$ cat src/rtl/status_reset_defines.svh
// Offsets, field positions, reset values and timing counts of the status and reset block
`ifndef STATUS_RESET_DEFINES_SVH
`define STATUS_RESET_DEFINES_SVH

`define CLK_HZ 40000000
`define DRT_SHORT_US 1125
`define DRT_LONG_US 18000
`define DRT_SHORT_CYC ((`DRT_SHORT_US * (`CLK_HZ / 1000000)))
`define DRT_LONG_CYC ((`DRT_LONG_US * (`CLK_HZ / 1000000)))

`define ADDR_STATUS 4'h3
`define ADDR_CONFIG 4'h4
`define ADDR_CAUSE 4'h5
`define ADDR_ALU 4'h6
`define ADDR_CTRL 4'h7

`define STATUS_POR_VAL 8'h18
`define STATUS_PROT_MASK 8'h18
`define STATUS_ARITH_MASK 8'h07

`define BIT_PCWU 7
`define BIT_CWU 6
`define BIT_PAGE 5
`define BIT_TO 4
`define BIT_PD 3
`define BIT_Z 2
`define BIT_DC 1
`define BIT_C 0

`define CFG_OSC_SPEED 6
`define CFG_RST_PIN_EN 5
`define CFG_RESET_VAL 12'hfff

`define OSC_LP 3'h0
`define OSC_HS 3'h1
`define OSC_XT 3'h2
`define OSC_EC 3'h3
`define OSC_INT_IO 3'h4
`define OSC_INT_CLOCK_OUTPUT_FUNCTION 3'h5
`define OSC_RC_IO 3'h6
`define OSC_RC_CLOCK_OUTPUT_FUNCTION 3'h7

`endif

$ cat src/rtl/status_reset_pkg.sv
// Types shared by the status and reset block
package status_reset_pkg;

  typedef enum logic [2:0] {
    CAUSE_NONE,
    CAUSE_WDT_SLEEP,
    CAUSE_WDT_RUN,
    CAUSE_PIN_SLEEP,
    CAUSE_PIN_RUN,
    CAUSE_CHANGE_WAKE,
    CAUSE_COMP_WAKE
  } cause_t;

  typedef struct packed {
    logic [2:0] osc_kind;
    logic clock_out_en;
    logic int_osc_fast;
    logic reset_pin_enable;
    logic long_timer;
  } cfg_decode_t;

  typedef struct packed {
    logic z;
    logic dc;
    logic c;
  } alu_flags_t;

endpackage
$ cat src/rtl/config_decode.sv
// Decoder of the device configuration word
`timescale 1ns/1ps
`include "status_reset_defines.svh"

module config_decode (
  input wire logic [11:0] cfg_word,
  output status_reset_pkg::cfg_decode_t dec
);

  always_comb begin
    dec.osc_kind = cfg_word[2:0];
    // Internal oscillator speed
    dec.int_osc_fast = cfg_word[`CFG_OSC_SPEED];
    dec.reset_pin_enable = cfg_word[`CFG_RST_PIN_EN];
    // Clock output only on the two clock-out variants
    dec.clock_out_en = (cfg_word[2:0] == `OSC_INT_CLOCK_OUTPUT_FUNCTION) ||
                       (cfg_word[2:0] == `OSC_RC_CLOCK_OUTPUT_FUNCTION);
    case (cfg_word[2:0])
      `OSC_LP, `OSC_HS, `OSC_XT: begin
        dec.long_timer = 1'b1;
      end
      default: begin
        dec.long_timer = 1'b0;
      end
    endcase
  end

endmodule

$ cat src/rtl/reset_timer.sv
// Device reset timer with short and long periods
`timescale 1ns/1ps
`include "status_reset_defines.svh"

module reset_timer #(
  parameter int unsigned SHORT_CYC = `DRT_SHORT_CYC,
  parameter int unsigned LONG_CYC = `DRT_LONG_CYC
) (
  input wire logic clk_sys,
  input wire logic rst_n,
  input wire logic restart,
  input wire logic long_sel,
  output logic expired
);

  logic [19:0] count_reg;

  // ----------------------------------------
  // Countdown
  // ----------------------------------------
  always_ff @(posedge clk_sys or negedge rst_n) begin
    if (!rst_n) begin
      count_reg <= 20'h00000;
      expired <= 1'b0;
    end else if (restart) begin
      count_reg <= long_sel ? LONG_CYC[19:0] : SHORT_CYC[19:0];
      expired <= 1'b0;
    end else if (count_reg > 20'h00001) begin
      count_reg <= count_reg - 20'h00001;
    end else begin
      count_reg <= 20'h00000;
      expired <= 1'b1;
    end
  end

endmodule

$ cat src/rtl/status_reset_logic.sv
// Status word, reset cause logic and Avalon-MM register slave
// Function
// - Instruction updating Z, DC, C on status keeps results, ignores written bits.
// - Writes never change timeout or power-down flags.
// - Status accepts any write; unprotected bits take the written value.
// - Bit layout pin-wake, comp-wake, page, TO, PD, Z, DC, C; power-on 0001 1xxx.
// - Watchdog wake from sleep clears wake flags, timeout and power-down.
// - Watchdog timeout while running clears wake flags and timeout, keeps power-down.
// - Reset pin wake from sleep clears wake flags, sets timeout, clears power-down.
// - Reset pin while running clears wake flags, keeps timeout and power-down.
// - Pin change wake sets pin wake flag, clears comp flag, sets TO, clears PD.
// - Comparator wake sets comp flag, clears pin flag, sets TO, clears PD.
// - Config bit 6 selects 8 MHz when one, 4 MHz when zero.
// - Config bit 5 enables active-low reset pin; else pin is plain input.
// - Oscillator select field decodes to the eight documented sources.
// - Reset timer runs short period for internal, RC and external clock.
// - Reset timer runs long period for crystal sources.
//
// The Avalon-MM interface to the registers was left to the implementer.
`timescale 1ns/1ps
`include "status_reset_defines.svh"

module status_reset_logic #(
  parameter int unsigned SHORT_CYC = `DRT_SHORT_CYC,
  parameter int unsigned LONG_CYC = `DRT_LONG_CYC
) (
  input wire logic clk_sys,
  input wire logic rst_n,
  input wire logic [3:0] avs_address,
  input wire logic avs_read,
  input wire logic avs_write,
  input wire logic [31:0] avs_writedata,
  output logic [31:0] avs_readdata,
  output logic avs_waitrequest,
  input wire logic [11:0] cfg_word,
  input wire logic reset_pin_raw,
  input wire logic wdt_timeout,
  input wire logic pin_change_wake,
  input wire logic comp_change_wake,
  input wire logic core_sleeping,
  input wire logic core_status_we,
  input wire logic [7:0] core_status_wdata,
  input wire logic core_alu_we,
  input wire status_reset_pkg::alu_flags_t core_alu_flags,
  output logic [7:0] status_out,
  output logic core_reset_out,
  output logic reset_pin_gpio_out,
  output logic int_osc_fast_out,
  output logic clock_out_en_out,
  output logic [2:0] osc_kind_out
);

  status_reset_pkg::cfg_decode_t dec;
  status_reset_pkg::cause_t cause;
  logic [7:0] status_reg;
  logic [7:0] status_next;
  logic [11:0] cfg_reg;
  logic [11:0] cfg_cur;
  logic cfg_loaded_reg;
  logic pin_sync1_reg;
  logic pin_sync2_reg;
  logic pin_low_prev_reg;
  logic reset_pin_low;
  logic pin_fall;
  logic timer_restart;
  logic timer_expired;
  logic hold_reg;
  logic sw_reset_reg;
  logic [2:0] last_cause_reg;
  logic ack_reg;
  logic bus_we;
  logic [7:0] bus_wdata;

  // ----------------------------------------
  // Configuration capture and decode
  // ----------------------------------------
  always_ff @(posedge clk_sys or negedge rst_n) begin
    if (!rst_n) begin
      cfg_reg <= `CFG_RESET_VAL;
      cfg_loaded_reg <= 1'b0;
    end else if (!cfg_loaded_reg) begin
      cfg_reg <= cfg_word;
      cfg_loaded_reg <= 1'b1;
    end
  end

  // ----------------------------------------
  // Decoder input
  // ----------------------------------------
  // Live word until captured, so the first timer load sees the real source
  assign cfg_cur = cfg_loaded_reg ? cfg_reg : cfg_word;

  config_decode u_decode (
    .cfg_word(cfg_cur),
    .dec(dec)
  );

  // ----------------------------------------
  // Reset pin synchroniser
  // ----------------------------------------
  always_ff @(posedge clk_sys or negedge rst_n) begin
    if (!rst_n) begin
      pin_sync1_reg <= 1'b1;
      pin_sync2_reg <= 1'b1;
      pin_low_prev_reg <= 1'b0;
    end else begin
      pin_sync1_reg <= reset_pin_raw;
      pin_sync2_reg <= pin_sync1_reg;
      pin_low_prev_reg <= reset_pin_low;
    end
  end

  // Pin acts as reset only when enabled, otherwise reset tied inactive
  assign reset_pin_low = dec.reset_pin_enable && !pin_sync2_reg;
  assign pin_fall = reset_pin_low && !pin_low_prev_reg;

  // ----------------------------------------
  // Cause priority
  // ----------------------------------------
  always_comb begin
    if (pin_fall) begin
      cause = core_sleeping ? status_reset_pkg::CAUSE_PIN_SLEEP
                            : status_reset_pkg::CAUSE_PIN_RUN;
    end else if (wdt_timeout) begin
      cause = core_sleeping ? status_reset_pkg::CAUSE_WDT_SLEEP
                            : status_reset_pkg::CAUSE_WDT_RUN;
    end else if (core_sleeping && pin_change_wake) begin
      cause = status_reset_pkg::CAUSE_CHANGE_WAKE;
    end else if (core_sleeping && comp_change_wake) begin
      cause = status_reset_pkg::CAUSE_COMP_WAKE;
    end else begin
      cause = status_reset_pkg::CAUSE_NONE;
    end
  end

  // ----------------------------------------
  // Status next value
  // ----------------------------------------
  assign bus_we = avs_write && ack_reg && (avs_address == `ADDR_STATUS);
  assign bus_wdata = avs_writedata[7:0];

  always_comb begin
    status_next = status_reg;
    if (core_status_we) begin
      status_next = (status_reg & `STATUS_PROT_MASK) |
                    (core_status_wdata & ~`STATUS_PROT_MASK);
    end else if (bus_we) begin
      status_next = (status_reg & `STATUS_PROT_MASK) |
                    (bus_wdata & ~`STATUS_PROT_MASK);
    end
    if (core_alu_we) begin
      status_next[`BIT_Z] = core_alu_flags.z;
      status_next[`BIT_DC] = core_alu_flags.dc;
      status_next[`BIT_C] = core_alu_flags.c;
    end
    case (cause)
      status_reset_pkg::CAUSE_WDT_SLEEP: begin
        status_next[`BIT_PCWU] = 1'b0;
        status_next[`BIT_CWU] = 1'b0;
        status_next[`BIT_TO] = 1'b0;
        status_next[`BIT_PD] = 1'b0;
      end
      status_reset_pkg::CAUSE_WDT_RUN: begin
        status_next[`BIT_PCWU] = 1'b0;
        status_next[`BIT_CWU] = 1'b0;
        status_next[`BIT_TO] = 1'b0;
      end
      status_reset_pkg::CAUSE_PIN_SLEEP: begin
        status_next[`BIT_PCWU] = 1'b0;
        status_next[`BIT_CWU] = 1'b0;
        status_next[`BIT_TO] = 1'b1;
        status_next[`BIT_PD] = 1'b0;
      end
      status_reset_pkg::CAUSE_PIN_RUN: begin
        status_next[`BIT_PCWU] = 1'b0;
        status_next[`BIT_CWU] = 1'b0;
      end
      status_reset_pkg::CAUSE_CHANGE_WAKE: begin
        status_next[`BIT_PCWU] = 1'b1;
        status_next[`BIT_CWU] = 1'b0;
        status_next[`BIT_TO] = 1'b1;
        status_next[`BIT_PD] = 1'b0;
      end
      status_reset_pkg::CAUSE_COMP_WAKE: begin
        status_next[`BIT_PCWU] = 1'b0;
        status_next[`BIT_CWU] = 1'b1;
        status_next[`BIT_TO] = 1'b1;
        status_next[`BIT_PD] = 1'b0;
      end
      default: begin
      end
    endcase
  end

  // ----------------------------------------
  // Status register
  // ----------------------------------------
  always_ff @(posedge clk_sys or negedge rst_n) begin
    if (!rst_n) begin
      status_reg <= `STATUS_POR_VAL;
    end else begin
      status_reg <= status_next;
    end
  end

  // ----------------------------------------
  // Reset hold and timer
  // ----------------------------------------
  assign timer_restart = !cfg_loaded_reg || reset_pin_low || sw_reset_reg ||
                         (cause != status_reset_pkg::CAUSE_NONE);

  reset_timer #(
    .SHORT_CYC(SHORT_CYC),
    .LONG_CYC(LONG_CYC)
  ) u_timer (
    .clk_sys(clk_sys),
    .rst_n(rst_n),
    .restart(timer_restart),
    .long_sel(dec.long_timer),
    .expired(timer_expired)
  );

  always_ff @(posedge clk_sys or negedge rst_n) begin
    if (!rst_n) begin
      hold_reg <= 1'b1;
    end else begin
      hold_reg <= timer_restart || !timer_expired;
    end
  end

  always_ff @(posedge clk_sys or negedge rst_n) begin
    if (!rst_n) begin
      last_cause_reg <= 3'h0;
    end else if (cause != status_reset_pkg::CAUSE_NONE) begin
      last_cause_reg <= cause;
    end
  end

  // ----------------------------------------
  // Avalon-MM slave
  // ----------------------------------------
  always_ff @(posedge clk_sys or negedge rst_n) begin
    if (!rst_n) begin
      ack_reg <= 1'b0;
      avs_readdata <= 32'h00000000;
    end else begin
      ack_reg <= (avs_read || avs_write) && !ack_reg;
      if (avs_read && !ack_reg) begin
        case (avs_address)
          `ADDR_STATUS: avs_readdata <= {24'h000000, status_reg};
          `ADDR_CONFIG: avs_readdata <= {20'h00000, cfg_reg};
          `ADDR_CAUSE: avs_readdata <= {29'h00000000, last_cause_reg};
          `ADDR_ALU: avs_readdata <= {30'h00000000, hold_reg, timer_expired};
          default: avs_readdata <= 32'h00000000;
        endcase
      end
    end
  end

  // ----------------------------------------
  // Wait state, low in the second cycle of a request
  // ----------------------------------------
  always_ff @(posedge clk_sys or negedge rst_n) begin
    if (!rst_n) begin
      avs_waitrequest <= 1'b1;
    end else begin
      avs_waitrequest <= !((avs_read || avs_write) && !ack_reg);
    end
  end

  always_ff @(posedge clk_sys or negedge rst_n) begin
    if (!rst_n) begin
      sw_reset_reg <= 1'b0;
    end else begin
      sw_reset_reg <= avs_write && ack_reg && (avs_address == `ADDR_CTRL) &&
                      avs_writedata[0];
    end
  end

  // ----------------------------------------
  // Registered outputs
  // ----------------------------------------
  always_ff @(posedge clk_sys or negedge rst_n) begin
    if (!rst_n) begin
      status_out <= `STATUS_POR_VAL;
      core_reset_out <= 1'b1;
      reset_pin_gpio_out <= 1'b0;
      int_osc_fast_out <= 1'b1;
      clock_out_en_out <= 1'b1;
      osc_kind_out <= 3'h7;
    end else begin
      status_out <= status_next;
      core_reset_out <= hold_reg;
      reset_pin_gpio_out <= !dec.reset_pin_enable && pin_sync2_reg;
      int_osc_fast_out <= dec.int_osc_fast;
      clock_out_en_out <= dec.clock_out_en;
      osc_kind_out <= dec.osc_kind;
    end
  end

endmodule

$ cat config.mk
export PLATFORM = sky130hd
export DESIGN_NAME = status_reset_logic
export DESIGN_NICKNAME = d
export VERILOG_FILES = /design/src/rtl/status_reset_pkg.sv /design/src/rtl/config_decode.sv /design/src/rtl/reset_timer.sv /design/src/rtl/status_reset_logic.sv
export VERILOG_INCLUDE_DIRS = /design/src /design/src/rtl
export SDC_FILE = /design/constraint.sdc
export NUM_CORES = 1
export LEC_CHECK = 0
export BUFFER_PORTS_ARGS = -buffer_cell sky130_fd_sc_hd__buf_2
export CORE_ASPECT_RATIO = 0.8
export CORE_MARGIN = 5
export CORE_UTILIZATION = 50
export DETAILED_ROUTE_END_ITERATION = 10
export PLACE_DENSITY = 0.84
export SETUP_SLACK_MARGIN = 0.3
export SYNTH_ARGS = -nofsm -noshare
export SYNTH_HDL_FRONTEND = slang
export SYNTH_HIERARCHICAL = 1
export SYNTH_SLANG_ARGS = --single-unit
$ cat constraint.sdc
create_clock -name clk_sys -period 2.8 [get_ports clk_sys]
set_input_delay 0.28 -clock clk_sys [delete_from_list [all_inputs] [get_ports clk_sys]]
set_output_delay 0.28 -clock clk_sys [all_outputs]
set_load 0.01 [all_outputs]
==> reports/qor.txt <==
CRITICAL PATH
------------------------------------------------------------------------------------
CP Data Required Time                                                        3.06 ns
Critical path start-end classification                                  register to register
Arrival time at the worst endpoint                                           2.45 ns
Setup slack of the most critical reg-to-reg path                             0.60 ns
Reg-to-reg startpoint                                                   cfg_loaded_reg
Last element of the critical path                                       u_timer/count_reg[3]
Maximum fanout along the worst path                                               13
Worst-case reg-to-reg path depth                                                   7
Critical Path Start                                                     cfg_loaded_reg
Endpoint type of the worst setup path                                       register
Critical register-to-register path endpoint                             u_timer/count_reg[3]
CP startpoint kind                                                          register

FLOORPLANNING
------------------------------------------------------------------------------------
Total Die Area                                                           0.00910 mm²
Width of the chip                                                             105 µm
Placement row count                                                               27
Core area                                                                0.00699 mm²
Number of ports placed on the die boundary                                       118
Effective utilization at floorplan                                             52.1%
Die Y                                                                        86.3 µm

SYNTHESIS
------------------------------------------------------------------------------------
Area of the mapped netlist                                               0.00364 mm²
Commonest register cell after synthesis                                      dfrtp_1
Mean area per synthesized cell                                              10.8 µm²
Number of flops mapped to enable cells by yosys                                    0
Share of the yosys chip area belonging to registers                            49.6%
Count of state elements after synthesis                                           71
Share of flip-flops with an asynchronous set or reset after synthesis           100%
Synthesis Warnings                                                                 6
Post-Syn Instances                                                               337
Distinct cells, synth                                                             61

LAYOUT
------------------------------------------------------------------------------------
Fraction of final layout cells sized beyond drive strength 1                   36.0%
Final standard cell area without fillers                                 0.00416 mm²
Number of flip-flops in the largest register                                      20
Area growth from synthesis to layout                                           14.4%
Layout net count                                                                 473
Multi-input combinational cell area                                      0.00162 mm²
Antenna cells                                                                      0
Finished Layout Cells                                                            493
Filler Cells Inserted                                                            584
Area taken by flip-flops and latches                                     0.00181 mm²

GRT
------------------------------------------------------------------------------------
Global route total overflow                                                        0
Via count of the first global-routing pass                                      2690
Global-route wire length before repair                                       13.3 mm
Overall global routing resource usage                                          18.3%
Initial antenna violation count                                                    0
Pin count of the biggest net entering global routing                              72

TIMING
------------------------------------------------------------------------------------
Least-Margin Pin Slew                                                       0.857 ns
Setup repair after global routing missed its margin                            false
Remaining max-slew budget at the tightest pin                                  42.9%
Final hold vios                                                                    0
Time the worst path needs with I/O delays and setup                          2.20 ns
Final critical-path setup slack                                             0.604 ns
Max Clock Skew                                                            0.00719 ns
Max-slew violation count                                                           0
Highest clock rate                                                           455 MHz
Period utilisation layout                                                      78.4%
Sum of negative setup slack                                                     0 ns
# setup viols final                                                                0

WORST HOLD PATH
------------------------------------------------------------------------------------
Worst min-delay path category                                           primary input to register

PWR
------------------------------------------------------------------------------------
Standby leakage power                                                     0.00182 µW
Total power                                                                  2440 µW
Total power divided by cell area                                          585 mW/mm²
VDD IR-drop max                                                           0.000345 V

RUN
------------------------------------------------------------------------------------
Number of maximum-capacitance violations                                           0

ROUTE
------------------------------------------------------------------------------------
Total via count after detailed routing                                          2770
Post-Route WL                                                                8.13 mm
Remaining design rule violation count                                              0
Post-detailed-route via-to-cell ratio                                           5.62
First-pass iteration count of the detailed router                                  4
Average wire length per cell after detail routing                            16.5 µm
DRC marker count from the first detailed-route iteration                         152
Count of nets left with antenna violations after detail routing                    0

CLOCK TREE
------------------------------------------------------------------------------------
Maximum count of clock buffers along a single path                                 2
Number of buffers added for setup after CTS                                        0
Total clock buffers created by CTS                                                 9
Count of clock tree sinks                                                         71
Number of H-tree levels                                                            3
CTS tree                                                                         yes
Clock transition at path regs                                                0.07 ns
Count of hold-fix buffers inserted at cts                                          0
Worst-Skew Late Latency                                                      0.35 ns
Library cell used as clock root buffer                                      clkbuf_8

OUTCOME
------------------------------------------------------------------------------------
Result of the run                                                       finished clean

PLACE
------------------------------------------------------------------------------------
HPWL after detailed placement                                                5.83 mm
Total of buffers placed on input and output ports                                 69
Placed cells                                                                     477
Worst Setup Slack post-DPL                                                  0.362 ns
Final weighted congestion in routability-driven placement                      0.890
Placed cell area                                                         0.00393 mm²

## routing by layer
metal	vias up	GRT usage [%]	wire (µm)
li1	1295	-	-
met1	1348	25.4	3530
met4	0	6.44	87
met3	10	5.36	690
met2	117	27.6	3820
met5	-	0	0
## power by group
| part | switching (µW) | internal, µW |
|---|---|---|
| Combinational | 203 | 146 |
| Clock | 379 | 526 |
| Sequential | 62.4 | 1120 |
## synth_stat cells, drive strengths merged, types with 2 or more instances
master  instances  area, µm²
dfrtp          47       1180
buf            32        239
o21ai          28        140
nand2          27        101
dfstp          24        631
nor2           17       63.8
mux2           16        184
a22oi          10       75.1
inv             8       30.0
nand3           8       45.0
xor2            8       70.1
clkbuf          7       26.3
nor4            7       80.1
and3b           6       52.6
nor3            6       35.0
nor3b           6       61.3
o31a            6       53.8
o31ai           6       45.0
nand2b          5       31.3
a21oi           4       23.8
a31oi           4       25.0
mux2i           4       40.0
nand4b          4       35.0
or4             4       33.8
a211oi          3       22.5
nand3b          3       22.5
nor2b           3       18.8
o211ai          3       22.5
o21a            3       22.5
or2             3       18.8
or3             3       18.8
xnor2           3       26.3
a211o           2       17.5
and4b           2       20.0
conb            2       7.51
ha              2       25.0
nand4           2       18.8
## stage by stage
stage	hold slack (ns)	utilization, %
after detailed placement	0.348	56.2
after CTS	0.0241	59.5
final	0.0344	59.5
after global placement	0.348	56.2
after floorplan	-0.0156	-
after global routing	0.0242	59.5
## worst max-delay path: stages, from the launching register on
cell     delay [ns]
dfrtp_1        0.35
mux2_2         0.38
nor2b_1        0.17
nor4_2         0.34
inv_1          0.16
inv_1          0.21
o21ai_2        0.23
o21ai_0        0.26
## worst min-delay path by stage
stage / start / end / slack, ns / cells after the start
after floorplan: rst_n / ack_reg / -0.02 / 0
after global placement: pin_sync1_reg / pin_sync2_reg / 0.35 / 0
after detailed placement: pin_sync1_reg / pin_sync2_reg / 0.35 / 0
after CTS: reset_pin_raw / pin_sync1_reg / 0.02 / 1
after global routing: reset_pin_raw / pin_sync1_reg / 0.02 / 1
final: reset_pin_raw / pin_sync1_reg / 0.03 / 1
## kinds of logic (layout without fill, tap and decap cells)
group	after synthesis	in the layout	share of synthesized area (%)
DFF	71	71	49.6
and+or+nand+nor	109	109	18.8
muxes	20	20	6.15
AOI/OAI and AO/OA	75	75	13.7
xor gates and xnor gates	11	11	2.65
adders and majority gates	2	2	0.687
buffers and inverters	47	97	8.11
other	2	21	0.206
## layout make-up
type	count	share of cell area (%)
Clock buffer	11	3.40
Sequential cell	71	43.4
Tap cell	87	2.61
Clock inverter	5	1.95
Inverter	8	0.721
Timing Repair Buffer	73	9.01
Multi-Input combinational cell	238	38.9
## placed cells by master (no fill, tap or decap), drive strengths merged, types with 8 or more instances in the layout
cell	synthesis	routed
inv	8	8
nand3	8	8
xor2	8	8
o21ai	28	28
a22oi	10	10
dfstp	24	24
clkbuf	7	11
nand2	27	27
conb	2	21
nor2	17	17
dfrtp	47	47
buf	32	73
mux2	16	16
## repair_timing
action | 4_1_cts | 5_1_grt
endpoints found under the hold margin | 0 | 0
gates resized for setup | 1 | 1
endpoints found under the setup margin | 1 | 6
pin swaps | 0 | 0
(Power assumes the default switching activity.)
